**src/hdl/smv_defs.svh**
```systemverilog
// Summary of operation
// - Controller sends one request per message
// - One request per enable rising edge
// - Service 4C writes, 4B reads setup
// - Class 4, attribute zero on every request
// - Instance 201 channel one, 202 two
// - Write payload exactly 28 bytes
// - Read request carries zero-length payload
// - Read returns into destination array
// - Channel two write in single mode: code 10
// - Reserved config bits or mode: code 1
// - Gradient outside 80000..99999: code 2
// - Length outside unit range: code 3
// - Count outside 2..limit: code 4
// - Extended code valid only when general 9
// - Error held until valid write accepted
// - Invalid block discarded, nothing stored
// - Payload is seven 32-bit setup words
// - Read returns seven words plus offset
`ifndef SMV_DEFS_SVH
`define SMV_DEFS_SVH
`define SMV_SVC_WRITE     8'h4c
`define SMV_SVC_READ      8'h4b
`define SMV_CLASS         8'h04
`define SMV_ATTR          8'h00
`define SMV_INST_CH1      8'hc9
`define SMV_INST_CH2      8'hca
`define SMV_WR_BYTES      8'h1c
`define SMV_RD_BYTES      8'h00
`define SMV_WR_WORDS      3'h7
`define SMV_RD_WORDS      4'h8
`define SMV_GEN_OK        8'h00
`define SMV_GEN_ERR       8'h09
`define SMV_GEN_BADREQ    8'h08
`define SMV_EXT_NONE      32'h0000_0000
`define SMV_EXT_CFG       32'h0000_0001
`define SMV_EXT_GRAD      32'h0000_0002
`define SMV_EXT_LEN       32'h0000_0003
`define SMV_EXT_CNT       32'h0000_0004
`define SMV_EXT_CHAN      32'h0000_000a
`define SMV_CFG_RSV_MASK  32'hfffe_00ff
`define SMV_CFG_MM_BIT    13
`define SMV_CFG_MODE_MSB  16
`define SMV_GRAD_MIN      32'h0001_3880
`define SMV_GRAD_MAX      32'h0001_869f
`define SMV_LEN_IN_MIN    32'h0000_0002
`define SMV_LEN_IN_MAX    32'h0000_0320
`define SMV_LEN_MM_MIN    32'h0000_0032
`define SMV_LEN_MM_MAX    32'h0000_4f60
`define SMV_CNT_MIN       32'h0000_0002
`define SMV_CNT_IN_MUL    32'h0000_03e8
`define SMV_CNT_MM_MUL    32'h0000_000a
`define SMV_DEF_GRAD      32'h0001_5f90
`define SMV_DEF_LEN       32'h0000_0010
`define SMV_DEF_CNT       32'h0000_3e80
`endif

```
**src/hdl/smv_pkg.sv**
```systemverilog
package smv_pkg;
    typedef logic [31:0] smv_word_t;
    typedef enum logic [1:0] {SMV_CH1, SMV_CH2, SMV_CH_BAD} smv_chan_t;
endpackage : smv_pkg

```
**src/hdl/smv_if.sv**
```systemverilog
`timescale 1ns/1ns
// Message link between controller end and device end
interface smv_if;
    // Request
    logic        req_valid;
    logic [7:0]  req_service;
    logic [7:0]  req_class;
    logic [7:0]  req_instance;
    logic [7:0]  req_attribute;
    logic [7:0]  req_length;
    logic        req_data_valid;
    logic [31:0] req_data;
    // Response
    logic        rsp_valid;
    logic [7:0]  rsp_gen_err;
    logic [31:0] rsp_ext_err;
    logic        rsp_data_valid;
    logic [31:0] rsp_data;
    logic        rsp_done;

    modport ctrl (
        output req_valid, req_service, req_class, req_instance,
               req_attribute, req_length, req_data_valid, req_data,
        input  rsp_valid, rsp_gen_err, rsp_ext_err, rsp_data_valid,
               rsp_data, rsp_done
    );
    modport dev (
        input  req_valid, req_service, req_class, req_instance,
               req_attribute, req_length, req_data_valid, req_data,
        output rsp_valid, rsp_gen_err, rsp_ext_err, rsp_data_valid,
               rsp_data, rsp_done
    );
endinterface : smv_if

```
**src/hdl/smv_device.sv**
```systemverilog
`timescale 1ns/1ns
`include "smv_defs.svh"
// ==========================================
// Device end: setup message validator
module smv_device (
    // Clock and reset
    input  wire logic             ref_clk_i,
    input  wire logic             rst_n_i,
    // Message link
    smv_if.dev                    link,
    // Rack configuration
    input  wire logic             dual_chan_i,
    // Apply-preset offsets per channel
    input  wire smv_pkg::smv_word_t offset_ch1_i,
    input  wire smv_pkg::smv_word_t offset_ch2_i,
    input  wire logic             offset_clr_ack_i,
    // Stored setup and status
    output logic                  setup_upd_ch1_o,
    output logic                  setup_upd_ch2_o,
    output logic                  msg_err_o,
    output smv_pkg::smv_word_t    ext_err_o
);
    import smv_pkg::*;

    typedef enum logic [2:0] {S_IDLE, S_COLLECT, S_CHECK, S_RESP,
                              S_READ, S_DONE} smv_dev_st_t;

    smv_dev_st_t st_q;
    smv_chan_t   chan_q;
    logic        bad_req_q;
    logic [2:0]  widx_q;
    logic [3:0]  ridx_q;
    smv_word_t   buf_q [0:6];
    smv_word_t   store_q [0:1][0:6];
    smv_word_t   code_d;

    // ==========================================
    // Request header decode
    smv_chan_t   chan_d;
    logic        hdr_ok;
    always_comb
    begin
        chan_d = SMV_CH_BAD;
        if (link.req_instance == `SMV_INST_CH1)
            chan_d = SMV_CH1;
        else if (link.req_instance == `SMV_INST_CH2)
            chan_d = SMV_CH2;
        hdr_ok = (link.req_class == `SMV_CLASS) &&
                 (link.req_attribute == `SMV_ATTR) &&
                 (chan_d != SMV_CH_BAD) &&
                 (((link.req_service == `SMV_SVC_WRITE) &&
                   (link.req_length == `SMV_WR_BYTES)) ||
                  ((link.req_service == `SMV_SVC_READ) &&
                   (link.req_length == `SMV_RD_BYTES)));
    end

    // ==========================================
    // Payload checks, channel code 10 first, then lowest code wins
    logic        mm;
    logic [2:0]  mode;
    logic [41:0] cnt_lim;
    always_comb
    begin
        mm      = buf_q[0][`SMV_CFG_MM_BIT];
        mode    = buf_q[0][`SMV_CFG_MODE_MSB -: 3];
        cnt_lim = {10'h0, buf_q[2]} *
                  (mm ? {10'h0, `SMV_CNT_MM_MUL} : {10'h0, `SMV_CNT_IN_MUL});
        code_d  = `SMV_EXT_NONE;
        if (chan_q == SMV_CH2 && !dual_chan_i)
            code_d = `SMV_EXT_CHAN;
        else if (((buf_q[0] & `SMV_CFG_RSV_MASK) != 32'h0) ||
                 mode[2])
            code_d = `SMV_EXT_CFG;
        else if (buf_q[1] < `SMV_GRAD_MIN ||
                 buf_q[1] > `SMV_GRAD_MAX)
            code_d = `SMV_EXT_GRAD;
        else if (mm ? (buf_q[2] < `SMV_LEN_MM_MIN ||
                       buf_q[2] > `SMV_LEN_MM_MAX)
                    : (buf_q[2] < `SMV_LEN_IN_MIN ||
                       buf_q[2] > `SMV_LEN_IN_MAX))
            code_d = `SMV_EXT_LEN;
        else if (buf_q[3] < `SMV_CNT_MIN ||
                 {10'h0, buf_q[3]} > cnt_lim)
            code_d = `SMV_EXT_CNT;
    end

    // ==========================================
    // Message sequencer
    always_ff @(posedge ref_clk_i)
    begin
        if (!rst_n_i)
        begin
            st_q       <= S_IDLE;
            chan_q     <= SMV_CH1;
            bad_req_q  <= 1'b0;
            widx_q     <= 3'h0;
            ridx_q     <= 4'h0;
        end
        else
        begin
            case (st_q)
                S_IDLE:
                begin
                    widx_q <= 3'h0;
                    ridx_q <= 4'h0;
                    if (link.req_valid)
                    begin
                        chan_q     <= chan_d;
                        bad_req_q  <= !hdr_ok;
                        if (hdr_ok &&
                            link.req_service == `SMV_SVC_WRITE)
                            st_q <= S_COLLECT;
                        else if (hdr_ok)
                            st_q <= S_READ;
                        else
                            st_q <= S_RESP;
                    end
                end
                S_COLLECT:
                    if (link.req_data_valid)
                    begin
                        widx_q <= widx_q + 3'h1;
                        if (widx_q == `SMV_WR_WORDS - 3'h1)
                            st_q <= S_CHECK;
                    end
                S_CHECK:
                    st_q <= S_RESP;
                S_READ:
                begin
                    ridx_q <= ridx_q + 4'h1;
                    if (ridx_q == `SMV_RD_WORDS - 4'h1)
                        st_q <= S_RESP;
                end
                S_RESP:
                    st_q <= S_DONE;
                S_DONE:
                    st_q <= S_IDLE;
                default:
                    st_q <= S_IDLE;
            endcase
        end
    end

    // ==========================================
    // Payload capture
    always_ff @(posedge ref_clk_i)
    begin
        if (st_q == S_COLLECT && link.req_data_valid)
            buf_q[widx_q] <= link.req_data;
    end

    // ==========================================
    // Setup store, only whole valid blocks
    logic commit;
    assign commit = st_q == S_CHECK && code_d == `SMV_EXT_NONE;
    generate
        for (genvar c = 0; c < 2; c++)
        begin : g_chan
            for (genvar w = 0; w < `SMV_WR_WORDS; w++)
            begin : g_word
                always_ff @(posedge ref_clk_i)
                begin
                    if (!rst_n_i)
                        store_q[c][w] <= (w == 1) ? `SMV_DEF_GRAD :
                                         (w == 2) ? `SMV_DEF_LEN :
                                         (w == 3) ? `SMV_DEF_CNT :
                                         32'h0;
                    else if (commit && chan_q == smv_chan_t'(c))
                        store_q[c][w] <= buf_q[w];
                end
            end
        end
    endgenerate

    // ==========================================
    // Sticky error and update strobes
    always_ff @(posedge ref_clk_i)
    begin
        if (!rst_n_i)
        begin
            msg_err_o       <= 1'b0;
            ext_err_o       <= `SMV_EXT_NONE;
            setup_upd_ch1_o <= 1'b0;
            setup_upd_ch2_o <= 1'b0;
        end
        else
        begin
            setup_upd_ch1_o <= commit && chan_q == SMV_CH1;
            setup_upd_ch2_o <= commit && chan_q == SMV_CH2;
            if (st_q == S_CHECK)
            begin
                msg_err_o <= code_d != `SMV_EXT_NONE;
                ext_err_o <= code_d;
            end
        end
    end

    // ==========================================
    // Response outputs
    smv_word_t rd_word;
    always_comb
    begin
        if (ridx_q == `SMV_RD_WORDS - 4'h1)
            rd_word = (chan_q == SMV_CH2) ? offset_ch2_i
                                          : offset_ch1_i;
        else
            rd_word = store_q[chan_q == SMV_CH2][ridx_q[2:0]];
    end

    always_ff @(posedge ref_clk_i)
    begin
        if (!rst_n_i)
        begin
            link.rsp_valid      <= 1'b0;
            link.rsp_gen_err    <= `SMV_GEN_OK;
            link.rsp_ext_err    <= `SMV_EXT_NONE;
            link.rsp_data_valid <= 1'b0;
            link.rsp_data       <= 32'h0;
            link.rsp_done       <= 1'b0;
        end
        else
        begin
            link.rsp_data_valid <= st_q == S_READ;
            link.rsp_data       <= (st_q == S_READ) ? rd_word : 32'h0;
            link.rsp_valid      <= st_q == S_RESP;
            link.rsp_done       <= st_q == S_DONE;
            if (st_q == S_RESP)
            begin
                if (bad_req_q)
                begin
                    link.rsp_gen_err <= `SMV_GEN_BADREQ;
                    link.rsp_ext_err <= `SMV_EXT_NONE;
                end
                else
                begin
                    link.rsp_gen_err <= msg_err_o ? `SMV_GEN_ERR
                                                  : `SMV_GEN_OK;
                    link.rsp_ext_err <= ext_err_o;
                end
            end
        end
    end
endmodule : smv_device

```
**src/flat_wrapper.sv**
```systemverilog
// flat-port wrapper written by rule: the top's interface ports become plain ports
module smv_device_flat import smv_pkg::*;
  (ref_clk_i, rst_n_i, dual_chan_i, offset_ch1_i, offset_ch2_i, offset_clr_ack_i, setup_upd_ch1_o, setup_upd_ch2_o, msg_err_o, ext_err_o, link_req_valid, link_req_service, link_req_class, link_req_instance, link_req_attribute, link_req_length, link_req_data_valid, link_req_data, link_rsp_valid, link_rsp_gen_err, link_rsp_ext_err, link_rsp_data_valid, link_rsp_data, link_rsp_done);
  smv_if link_i ();
  input  wire logic ref_clk_i;
  input  wire logic rst_n_i;
  input  wire logic dual_chan_i;
  input  wire smv_pkg::smv_word_t offset_ch1_i;
  input  wire smv_pkg::smv_word_t offset_ch2_i;
  input  wire logic offset_clr_ack_i;
  output logic setup_upd_ch1_o;
  output logic setup_upd_ch2_o;
  output logic msg_err_o;
  output smv_pkg::smv_word_t ext_err_o;
  input wire logic [$bits(link_i.req_valid)-1:0] link_req_valid;
  input wire logic [$bits(link_i.req_service)-1:0] link_req_service;
  input wire logic [$bits(link_i.req_class)-1:0] link_req_class;
  input wire logic [$bits(link_i.req_instance)-1:0] link_req_instance;
  input wire logic [$bits(link_i.req_attribute)-1:0] link_req_attribute;
  input wire logic [$bits(link_i.req_length)-1:0] link_req_length;
  input wire logic [$bits(link_i.req_data_valid)-1:0] link_req_data_valid;
  input wire logic [$bits(link_i.req_data)-1:0] link_req_data;
  output wire logic [$bits(link_i.rsp_valid)-1:0] link_rsp_valid;
  output wire logic [$bits(link_i.rsp_gen_err)-1:0] link_rsp_gen_err;
  output wire logic [$bits(link_i.rsp_ext_err)-1:0] link_rsp_ext_err;
  output wire logic [$bits(link_i.rsp_data_valid)-1:0] link_rsp_data_valid;
  output wire logic [$bits(link_i.rsp_data)-1:0] link_rsp_data;
  output wire logic [$bits(link_i.rsp_done)-1:0] link_rsp_done;
  assign link_i.req_valid = link_req_valid;
  assign link_i.req_service = link_req_service;
  assign link_i.req_class = link_req_class;
  assign link_i.req_instance = link_req_instance;
  assign link_i.req_attribute = link_req_attribute;
  assign link_i.req_length = link_req_length;
  assign link_i.req_data_valid = link_req_data_valid;
  assign link_i.req_data = link_req_data;
  assign link_rsp_valid = link_i.rsp_valid;
  assign link_rsp_gen_err = link_i.rsp_gen_err;
  assign link_rsp_ext_err = link_i.rsp_ext_err;
  assign link_rsp_data_valid = link_i.rsp_data_valid;
  assign link_rsp_data = link_i.rsp_data;
  assign link_rsp_done = link_i.rsp_done;
  smv_device u_core (.ref_clk_i(ref_clk_i), .rst_n_i(rst_n_i), .link(link_i), .dual_chan_i(dual_chan_i), .offset_ch1_i(offset_ch1_i), .offset_ch2_i(offset_ch2_i), .offset_clr_ack_i(offset_clr_ack_i), .setup_upd_ch1_o(setup_upd_ch1_o), .setup_upd_ch2_o(setup_upd_ch2_o), .msg_err_o(msg_err_o), .ext_err_o(ext_err_o));
endmodule
```
**config.mk**
```make
export PLATFORM = sky130hd
export DESIGN_NAME = smv_device_flat
export DESIGN_NICKNAME = d
export VERILOG_FILES = /design/src/hdl/smv_pkg.sv /design/src/hdl/smv_if.sv /design/src/hdl/smv_device.sv /design/src/flat_wrapper.sv
export VERILOG_INCLUDE_DIRS = /design/src /design/src/hdl
export SDC_FILE = /design/constraint.sdc
export NUM_CORES = 1
export LEC_CHECK = 0
export BUFFER_PORTS_ARGS = -buffer_cell sky130_fd_sc_hd__buf_4
export CAP_MARGIN = 20
export CORE_ASPECT_RATIO = 1.5
export CORE_MARGIN = 2
export CORE_UTILIZATION = 45
export CTS_CLUSTER_DIAMETER = 40
export DETAILED_ROUTE_END_ITERATION = 7
export GPL_ROUTABILITY_DRIVEN = 0
export GPL_TIMING_DRIVEN = 0
export SLEW_MARGIN = 20
export SYNTH_ARGS = -nofsm -noshare
export SYNTH_HDL_FRONTEND = slang
export SYNTH_SLANG_ARGS = --single-unit
```
**constraint.sdc**
```tcl
create_clock -name ref_clk_i -period 21.2 [get_ports ref_clk_i]
set_input_delay 2.12 -clock ref_clk_i [delete_from_list [all_inputs] [get_ports ref_clk_i]]
set_output_delay 2.12 -clock ref_clk_i [all_outputs]
set_load 0.01 [all_outputs]
```
==> results of run 1 <==
## layout make-up
class,count,area [um^2]
buffer,257,1320
clock buffer,100,2230
clock inverter,51,641
fill,7386,39200
inverter,200,751
multi-input combinational,2044,15800
sequential,733,21400
tap,1130,1410
timing repair buffer,224,2210
## logic make-up (layout without fill, tap and decap cells)
family,count (synthesis),count (layout),share of synthesized area
DFF,733,733,0.556
xor gates and xnor gates,56,56,0.0127
buffers and inverters,457,832,0.0536
other,2,176,0.000195
AOI/OAI and AO/OA,311,311,0.0543
muxes,129,129,0.0647
and+or+nand+nor,1057,1057,0.130
adders and majority gates,315,315,0.128
## power by group through the flow
stage	Combinational, mW	Clock, mW	Sequential [mW]
floorplan	0.724	0	1.70
CTS	1.05	1.53	1.66
detailed placement	1.04	0	1.69
global route	1.16	1.58	1.66
finish	1.05	1.51	1.66
global placement	1.01	0	1.72
## state kept, by name (all words and copies together) (netlist names), 2 cells and up
register,count
u_core.ext_err_o,4
u_core.ridx_q,4
u_core.store_q,448
u_core.link.rsp_data,32
u_core.link.rsp_gen_err,2
u_core.chan_q,2
u_core.link.rsp_ext_err,4
u_core.st_q,3
u_core.buf_q,224
u_core.widx_q,3
## placed cells by master (no fill, tap or decap), types with 11 or more instances in the layout
cell type,synthesis,final
and3_1,18,18
a311oi_1,33,33
a21oi_1,101,101
buf_1,14,13
nor3_1,328,326
edfxtp_1,672,672
a211oi_1,13,13
dfxtp_1,61,61
nand4_1,22,22
buf_4,90,285
inv_1,200,200
ha_1,174,174
fa_1,135,135
nor2_1,106,101
buf_16,0,23
a2111oi_0,32,28
and2_1,39,39
o21ai_0,49,49
nand3_1,29,29
nor4_1,38,36
conb_1,2,176
xor2_1,27,27
a21o_1,11,11
or4_1,20,20
nand2_1,394,394
clkbuf_1,145,155
clkbuf_16,0,87
mux4_2,96,96
xnor2_1,29,29
nor2b_1,16,16
mux2i_1,33,33
bufinv_16,0,12
## per-stage QoR
| stage | hold WS [ps] | setup TNS, ps |
|---|---|---|
| after floorplan | 467 | 0 |
| after global placement | 442 | -2175700 |
| after detailed placement | 449 | 0 |
| after CTS | 459 | 0 |
| after global routing | 482 | 0 |
| final | 458 | 0 |
## layer usage
| metal | global-route usage | vias to the layer above | part of all wire |
|---|---|---|---|
| met5 | 0 | - | 0 |
| met3 | 0.0314 | 287 | 0.057 |
| met4 | 0.158 | 0 | 0.063 |
| li1 | - | 12000 | - |
| met1 | 0.286 | 13200 | 0.34 |
| met2 | 0.498 | 1072 | 0.54 |
## critical path: cells and delay by family, from the launching register on
family | cells | cell delay (ps)
fa+ha+maj | 7 | 3010
buf+inv | 10 | 2600
simple gates | 10 | 2350
compound gates | 7 | 2330
flops | 1 | 480
xor+xnor | 1 | 180
## worst max path at each step
stage / start / end / slack [ps] / depth (start not counted)
CTS: u_core.buf_q[0][13]$_DFFE_PP_ / u_core.store_q[1][42]$_SDFFCE_PN0P_ / 9970 / 35
detailed placement: u_core.buf_q[0][13]$_DFFE_PP_ / u_core.store_q[1][39]$_SDFFCE_PN0P_ / 10050 / 35
finish: u_core.buf_q[0][13]$_DFFE_PP_ / u_core.store_q[1][70]$_SDFFCE_PN0P_ / 9940 / 35
global route: u_core.buf_q[0][13]$_DFFE_PP_ / u_core.store_q[1][42]$_SDFFCE_PN0P_ / 9470 / 34
global placement: u_core.buf_q[0][13]$_DFFE_PP_ / u_core.store_q[0][42]$_SDFFCE_PN0P_ / -5020 / 30
floorplan: u_core.buf_q[0][13]$_DFFE_PP_ / u_core.store_q[1][0]$_SDFFCE_PN0P_ / 3340 / 31
==> summary.txt, run 1 <==
Drt
  – Drt pass-1 iters: 5
  – Antenna viol nets, final: 0
  – Vias per cell: ~5.6
  – Detailed-route wire length per cell: 24.7 um
  – Initial drt markers: between 2,000 and 2,500
  – Final WL: ~120,000 um
  – # DRC: 0
  – Vias post-DR: around 27,000

Timing
  – Setup Skew: approximately 28 ps
  – Final Cycle Share: 0.531
  – Worst Setup Slack, final: just under 10,000 ps
  – Fmax: a little under 90 MHz
  – Final setup vio count: 0
  – Slew @ Worst Pin: 1240 ps
  – Worst slew margin relative to its limit: 0.173
  – Fin. max-slew vios: 0
  – Final Hold Viols: 0
  – Unrepaired setup endpoints after global routing: no
  – Final Critical Period: approximately 11,000 ps

Power and ir drop
  – Pwr Total: about 4.2 mW
  – Leak Pwr: 17.0 nW
  – Int Power: 2.94 mW
  – Sw Ratio: 0.302
  – Max VDD drop: around 0.054 mV
  – P per Cell Area: 92.2 nW/um^2
  – Gate power share: 0.248
  – Seq pwr share: 0.393
  – Clock Power Share: 0.358
  – Sw power: roughly 1.3 mW

Min path
  – Hold depth: 2
  – Hold Path Class: reg2reg
  – Worst Hold End: u_core.link.rsp_ext_err[3]$_SDFFE_PN0P_
  – Min-delay src: u_core.link.rsp_ext_err[3]$_SDFFE_PN0P_

Final layout
  – Layout cells sized above 1: 0.161
  – Design area: ~46,000 um^2
  – Final Util: 0.539
  – Final non-filler cell total: ~4,700
  – Antenna Cells: 0
  – NumNets Final: between 3,000 and 4,000
  – Synth-to-Final Area Change: 18.8%

Clock tree
  – Num CTS Buffers: a little over 80
  – Root Driver: clkbuf_16
  – Clk sinks: approximately 730
  – Clk Latency, worst-skew pair: 660 ps
  – Hold-fix buffers, CTS: 0
  – Postcts setup bufs: 0
  – CTS clk-pin slew, worst paths: 60 ps
  – Post-CTS Resized: 0
  – CTS tree: yes
  – Clock Path Buffers: 3
  – H-Tree Depth: 3

Synthesis
  – Yosys top cell area share: 0.524
  – Synth cell types: 70
  – Post-synthesis sequential area ratio: 0.556
  – Post-synth EDFFs: 672
  – Synth Register Bits: 733
  – Syn. warnings: 0
  – Avg Inst Size Synth: roughly 13 um^2
  – Top-count cell post-synth: edfxtp_1
  – Synth area leaders: edfxtp_1 (52%), fa_1 (7.0%), ha_1 (5.7%)
  – Commonest cells post-synth: edfxtp_1 (672), nand2_1 (394), nor3_1 (328)
  – Top_reg_cell synth: edfxtp_1
  – Cells after Synth: 3,060
  – Synth Cell Area: 38,500 um^2
  – Post-synth ARST share: 0
  – Cell taking the most area after synthesis: edfxtp_1

Global route
  – First-pass GRT wire length: ~170,000 um
  – Initial antenna violation count: 3
  – Total global routing overflow: 0
  – Largest net degree at the start of global routing: 27
  – Gr usage total: 0.266
  – Vias in the first global route: ~27,000

Floorplan
  – Die area: between 80,000 and 90,000 um^2
  – IO Pins: ~250
  – Initial core utilization: 0.453
  – Die W: 243 um
  – # rows: 131
  – Core Region: approximately 85,000 um^2
  – Die height: 362 um

Placed design
  – Place WS: roughly 10,000 ps
  – Placed instance count: between 4,000 and 5,000
  – Area after DPL: roughly 43,000 um^2
  – Final HPWL DP: ~90,000 um
  – Port buffer count: 187

Job
  – Maxcap violations: 0

Setup path
  – Worst reg2reg path depth: 35
  – Slowest-stage cell, CP: o311ai_4
  – Crit Reg-Reg Startpoint: u_core.buf_q[0][13]$_DFFE_PP_
  – Slowest stage delay, CP: 680 ps
  – FF-to-FF End: u_core.store_q[1][70]$_SDFFCE_PN0P_
  – Setup crit end kind: flop
  – Max Fanout on Critical Path: 20
  – Worst Setup Start Kind: flop
  – Worst path required time: around 22,000 ps
  – Worst EP arrival: roughly 12,000 ps
  – Critical path type: reg2reg
  – FF-to-FF setup slack: roughly 9900 ps

Run status
  – Status: finished clean
Note: power is estimated with default switching activity, not from simulation.
==> inputs of run 2 (changes only) <==
==> constraint.sdc (replaced) <==
create_clock -name ref_clk_i -period 9.7 [get_ports ref_clk_i]
set_input_delay 0.97 -clock ref_clk_i [delete_from_list [all_inputs] [get_ports ref_clk_i]]
set_output_delay 0.97 -clock ref_clk_i [all_outputs]
set_load 0.01 [all_outputs]
==> summary.txt, run 2 (synthesized netlist as in run 1, its figures left out) <==
Setup path
  – Slowest stage delay, CP: 570 ps (was 680 ps)
  – FF-to-FF setup slack: 280 ps (was 9940 ps)
  – Crit Reg-Reg Startpoint: u_core.buf_q[0][13]$_DFFE_PP_ (unchanged)
  – Worst Setup EP: u_core.store_q[1][191]$_SDFFCE_PN0P_ (was u_core.store_q[1][70]$_SDFFCE_PN0P_)
  – Max Fanout on Critical Path: 23 (was 20)
  – Worst EP arrival: 9790 ps (was 11,670 ps)
  – Worst reg2reg path depth: 37 (was 35)
  – FF-to-FF End: u_core.store_q[1][191]$_SDFFCE_PN0P_ (was u_core.store_q[1][70]$_SDFFCE_PN0P_)
  – Worst setup startpoint: u_core.buf_q[0][13]$_DFFE_PP_ (unchanged)
  – Worst path required time: 10,070 ps (was 21,600 ps)
  – Critical path type: reg2reg (unchanged)
  – Slowest-stage cell, CP: or4_1 (was o311ai_4)
  – Worst Setup Start Kind: flop (unchanged)
  – Setup crit end kind: flop (unchanged)

Clock tree
  – Root Driver: clkbuf_16 (unchanged)
  – Clock Path Buffers: 3 (unchanged)
  – Hold-fix buffers, CTS: 0 (unchanged)
  – Clk Latency, worst-skew pair: 640 ps (was 660 ps)
  – H-Tree Depth: 3 (unchanged)
  – Clk sinks: 733 (unchanged)
  – CTS tree: yes (unchanged)
  – Num CTS Buffers: 77 (was 82)
  – CTS clk-pin slew, worst paths: 70 ps (was 60 ps)

Global route
  – Initial antenna violation count: 3 (unchanged)
  – Vias in the first global route: 27,500 (was 27,400)
  – Total global routing overflow: 0 (unchanged)
  – First-pass GRT wire length: 173,000 um (was 171,000 um)
  – Gr usage total: 0.268 (was 0.266)
  – Largest net degree at the start of global routing: 27 (unchanged)

Timing
  – Final Cycle Share: 0.972 (was 0.531)
  – Setup tns final: 0 ps (unchanged)
  – Worst slew margin relative to its limit: 0.220 (was 0.173)
  – Final Critical Period: 9420 ps (was 11,260 ps)
  – Worst Setup Slack, final: 276 ps (was 9940 ps)
  – Final setup vio count: 0 (unchanged)
  – Slew @ Worst Pin: 1140 ps (was 1240 ps)
  – Setup Skew: 37.7 ps (was 28.1 ps)
  – Fmax: 106 MHz (was 88.8 MHz)
  – Final Hold Viols: 0 (unchanged)
  – Fin. max-slew vios: 0 (unchanged)

Drt
  – Initial drt markers: 1,827 (was 2,011)
  – Drt pass-1 iters: 6 (was 5)
  – # DRC: 0 (unchanged)
  – Antenna viol nets, final: 0 (unchanged)
  – Vias per cell: 5.59 (was 5.61)
  – Vias post-DR: 26,500 (was 26,600)
  – Final WL: 118,000 um (was 117,000 um)
  – Detailed-route wire length per cell: 24.9 um (was 24.7 um)

Min path
  – Hold Path Class: reg2reg (unchanged)
  – Hold depth: 2 (unchanged)

Placed design
  – Place WS: -1010 ps (was 10,050 ps)
  – Port buffer count: 187 (unchanged)
  – Placed instance count: 4,589 (was 4,588)
  – Final HPWL DP: 90,000 um (was 89,700 um)

Power and ir drop
  – Leak Pwr: 17.0 nW (about the same)
  – Pwr Total: 9.04 mW (was 4.22 mW)
  – Max VDD drop: 0.129 mV (was 0.0536 mV)
  – P per Cell Area: 198 nW/um^2 (was 92.2 nW/um^2)

Final layout
  – Synth-to-Final Area Change: 18.9% (was 18.8%)
  – Largest regs: u_core.store_q (448), u_core.buf_q (224), u_core.link.rsp_data (32) (unchanged)
  – Max FFs per register: 448 (unchanged)
  – Largest Register: u_core.store_q (unchanged)
  – Layout cells sized above 1: 0.172 (was 0.161)
  – Final Util: 0.539 (about the same)
  – Final non-filler cell total: 4,735 (was 4,739)
  – Most frequent cells in the layout: edfxtp_1 (672), nand2_1 (389), nor3_1 (325) (was edfxtp_1 (672), nand2_1 (394), nor3_1 (326))
  – NumNets Final: 3,995 (was 3,993)
  – Most common cell after layout, fill and taps aside: edfxtp_1 (unchanged)

Job
  – Maxcap violations: 0 (unchanged)

Run status
  – Status: finished clean (unchanged)

Floorplan
  – IO Pins: 252 (unchanged)
  – Die W: 243 um (unchanged)
  – Die area: 88,000 um^2 (unchanged)
  – Initial core utilization: 0.453 (unchanged)
  – Core Region: 84,900 um^2 (unchanged)
  – # rows: 131 (unchanged)
  – Die height: 362 um (unchanged)
[run 2: worst min-delay path by stage]
stage | from | to
finish | u_core.link.rsp_ext_err[2]$_SDFFE_PN0P_ | u_core.link.rsp_ext_err[2]$_SDFFE_PN0P_
CTS | u_core.link.rsp_ext_err[0]$_SDFFE_PN0P_ | u_core.link.rsp_ext_err[0]$_SDFFE_PN0P_
floorplan | u_core.widx_q[0]$_SDFFE_PN0P_ | u_core.widx_q[0]$_SDFFE_PN0P_
detailed placement | u_core.link.rsp_ext_err[0]$_SDFFE_PN0P_ | u_core.link.rsp_ext_err[0]$_SDFFE_PN0P_
global placement | u_core.link.rsp_ext_err[1]$_SDFFE_PN0P_ | u_core.link.rsp_ext_err[1]$_SDFFE_PN0P_
global route | u_core.link.rsp_ext_err[2]$_SDFFE_PN0P_ | u_core.link.rsp_ext_err[2]$_SDFFE_PN0P_
[run 2: final cells by class]
type | count | area (um^2)
Tap cell | 1130 | 1410
Timing Repair Buffer | 236 | 2330
Clock buffer | 93 | 2060
Inverter | 200 | 753
Fill cell | 7336 | 39100
Antenna cell | 2 | 5.00
Clock inverter | 45 | 524
Sequential cell | 733 | 21400
Multi-Input combinational cell | 2044 | 15900
Buffer | 252 | 1370
[run 2: report_power, final]
group	switching [mW]	leakage [nW]	total, mW	internal [mW]
clock network	1.28	1.23	3.05	1.77
logic	1.45	8.92	2.36	0.909
registers	0.0440	6.81	3.63	3.58
total	2.78	17.0	9.04	6.26
[run 2: worst max-delay path: cells and delay by family, from the launching register on]
family,cells,cell delay (ps)
adder cells (fa/ha/maj),7,2830
flip-flops,1,520
XOR/XNOR,1,190
AND/OR/NAND/NOR,10,2230
AO/OA/AOI/OAI,7,1360
buffers and inverters,12,1960
[run 2: through the flow]
stage | hold WS [ps] | area, um^2
after global placement | 440 | 42100
after global routing | 478 | 45800
after CTS | 459 | 45600
after floorplan | 467 | 39300
after detailed placement | 450 | 43000
final | 456 | 45800
[run 2: per-layer routing]
layer | routed length (um) | GRT usage | share of wire
met1 | 40200 | 0.285 | 0.34
met3 | 6370 | 0.0319 | 0.054
met2 | 63800 | 0.504 | 0.54
met5 | 0 | 0 | 0
met4 | 7660 | 0.164 | 0.065
[run 2: repair_timing]
action                     CTS  global route
setup endpoints to repair  748           295
pin swaps                    2             5
setup buffers                4             7
gates resized for setup     25            30
gates cloned                 0             0
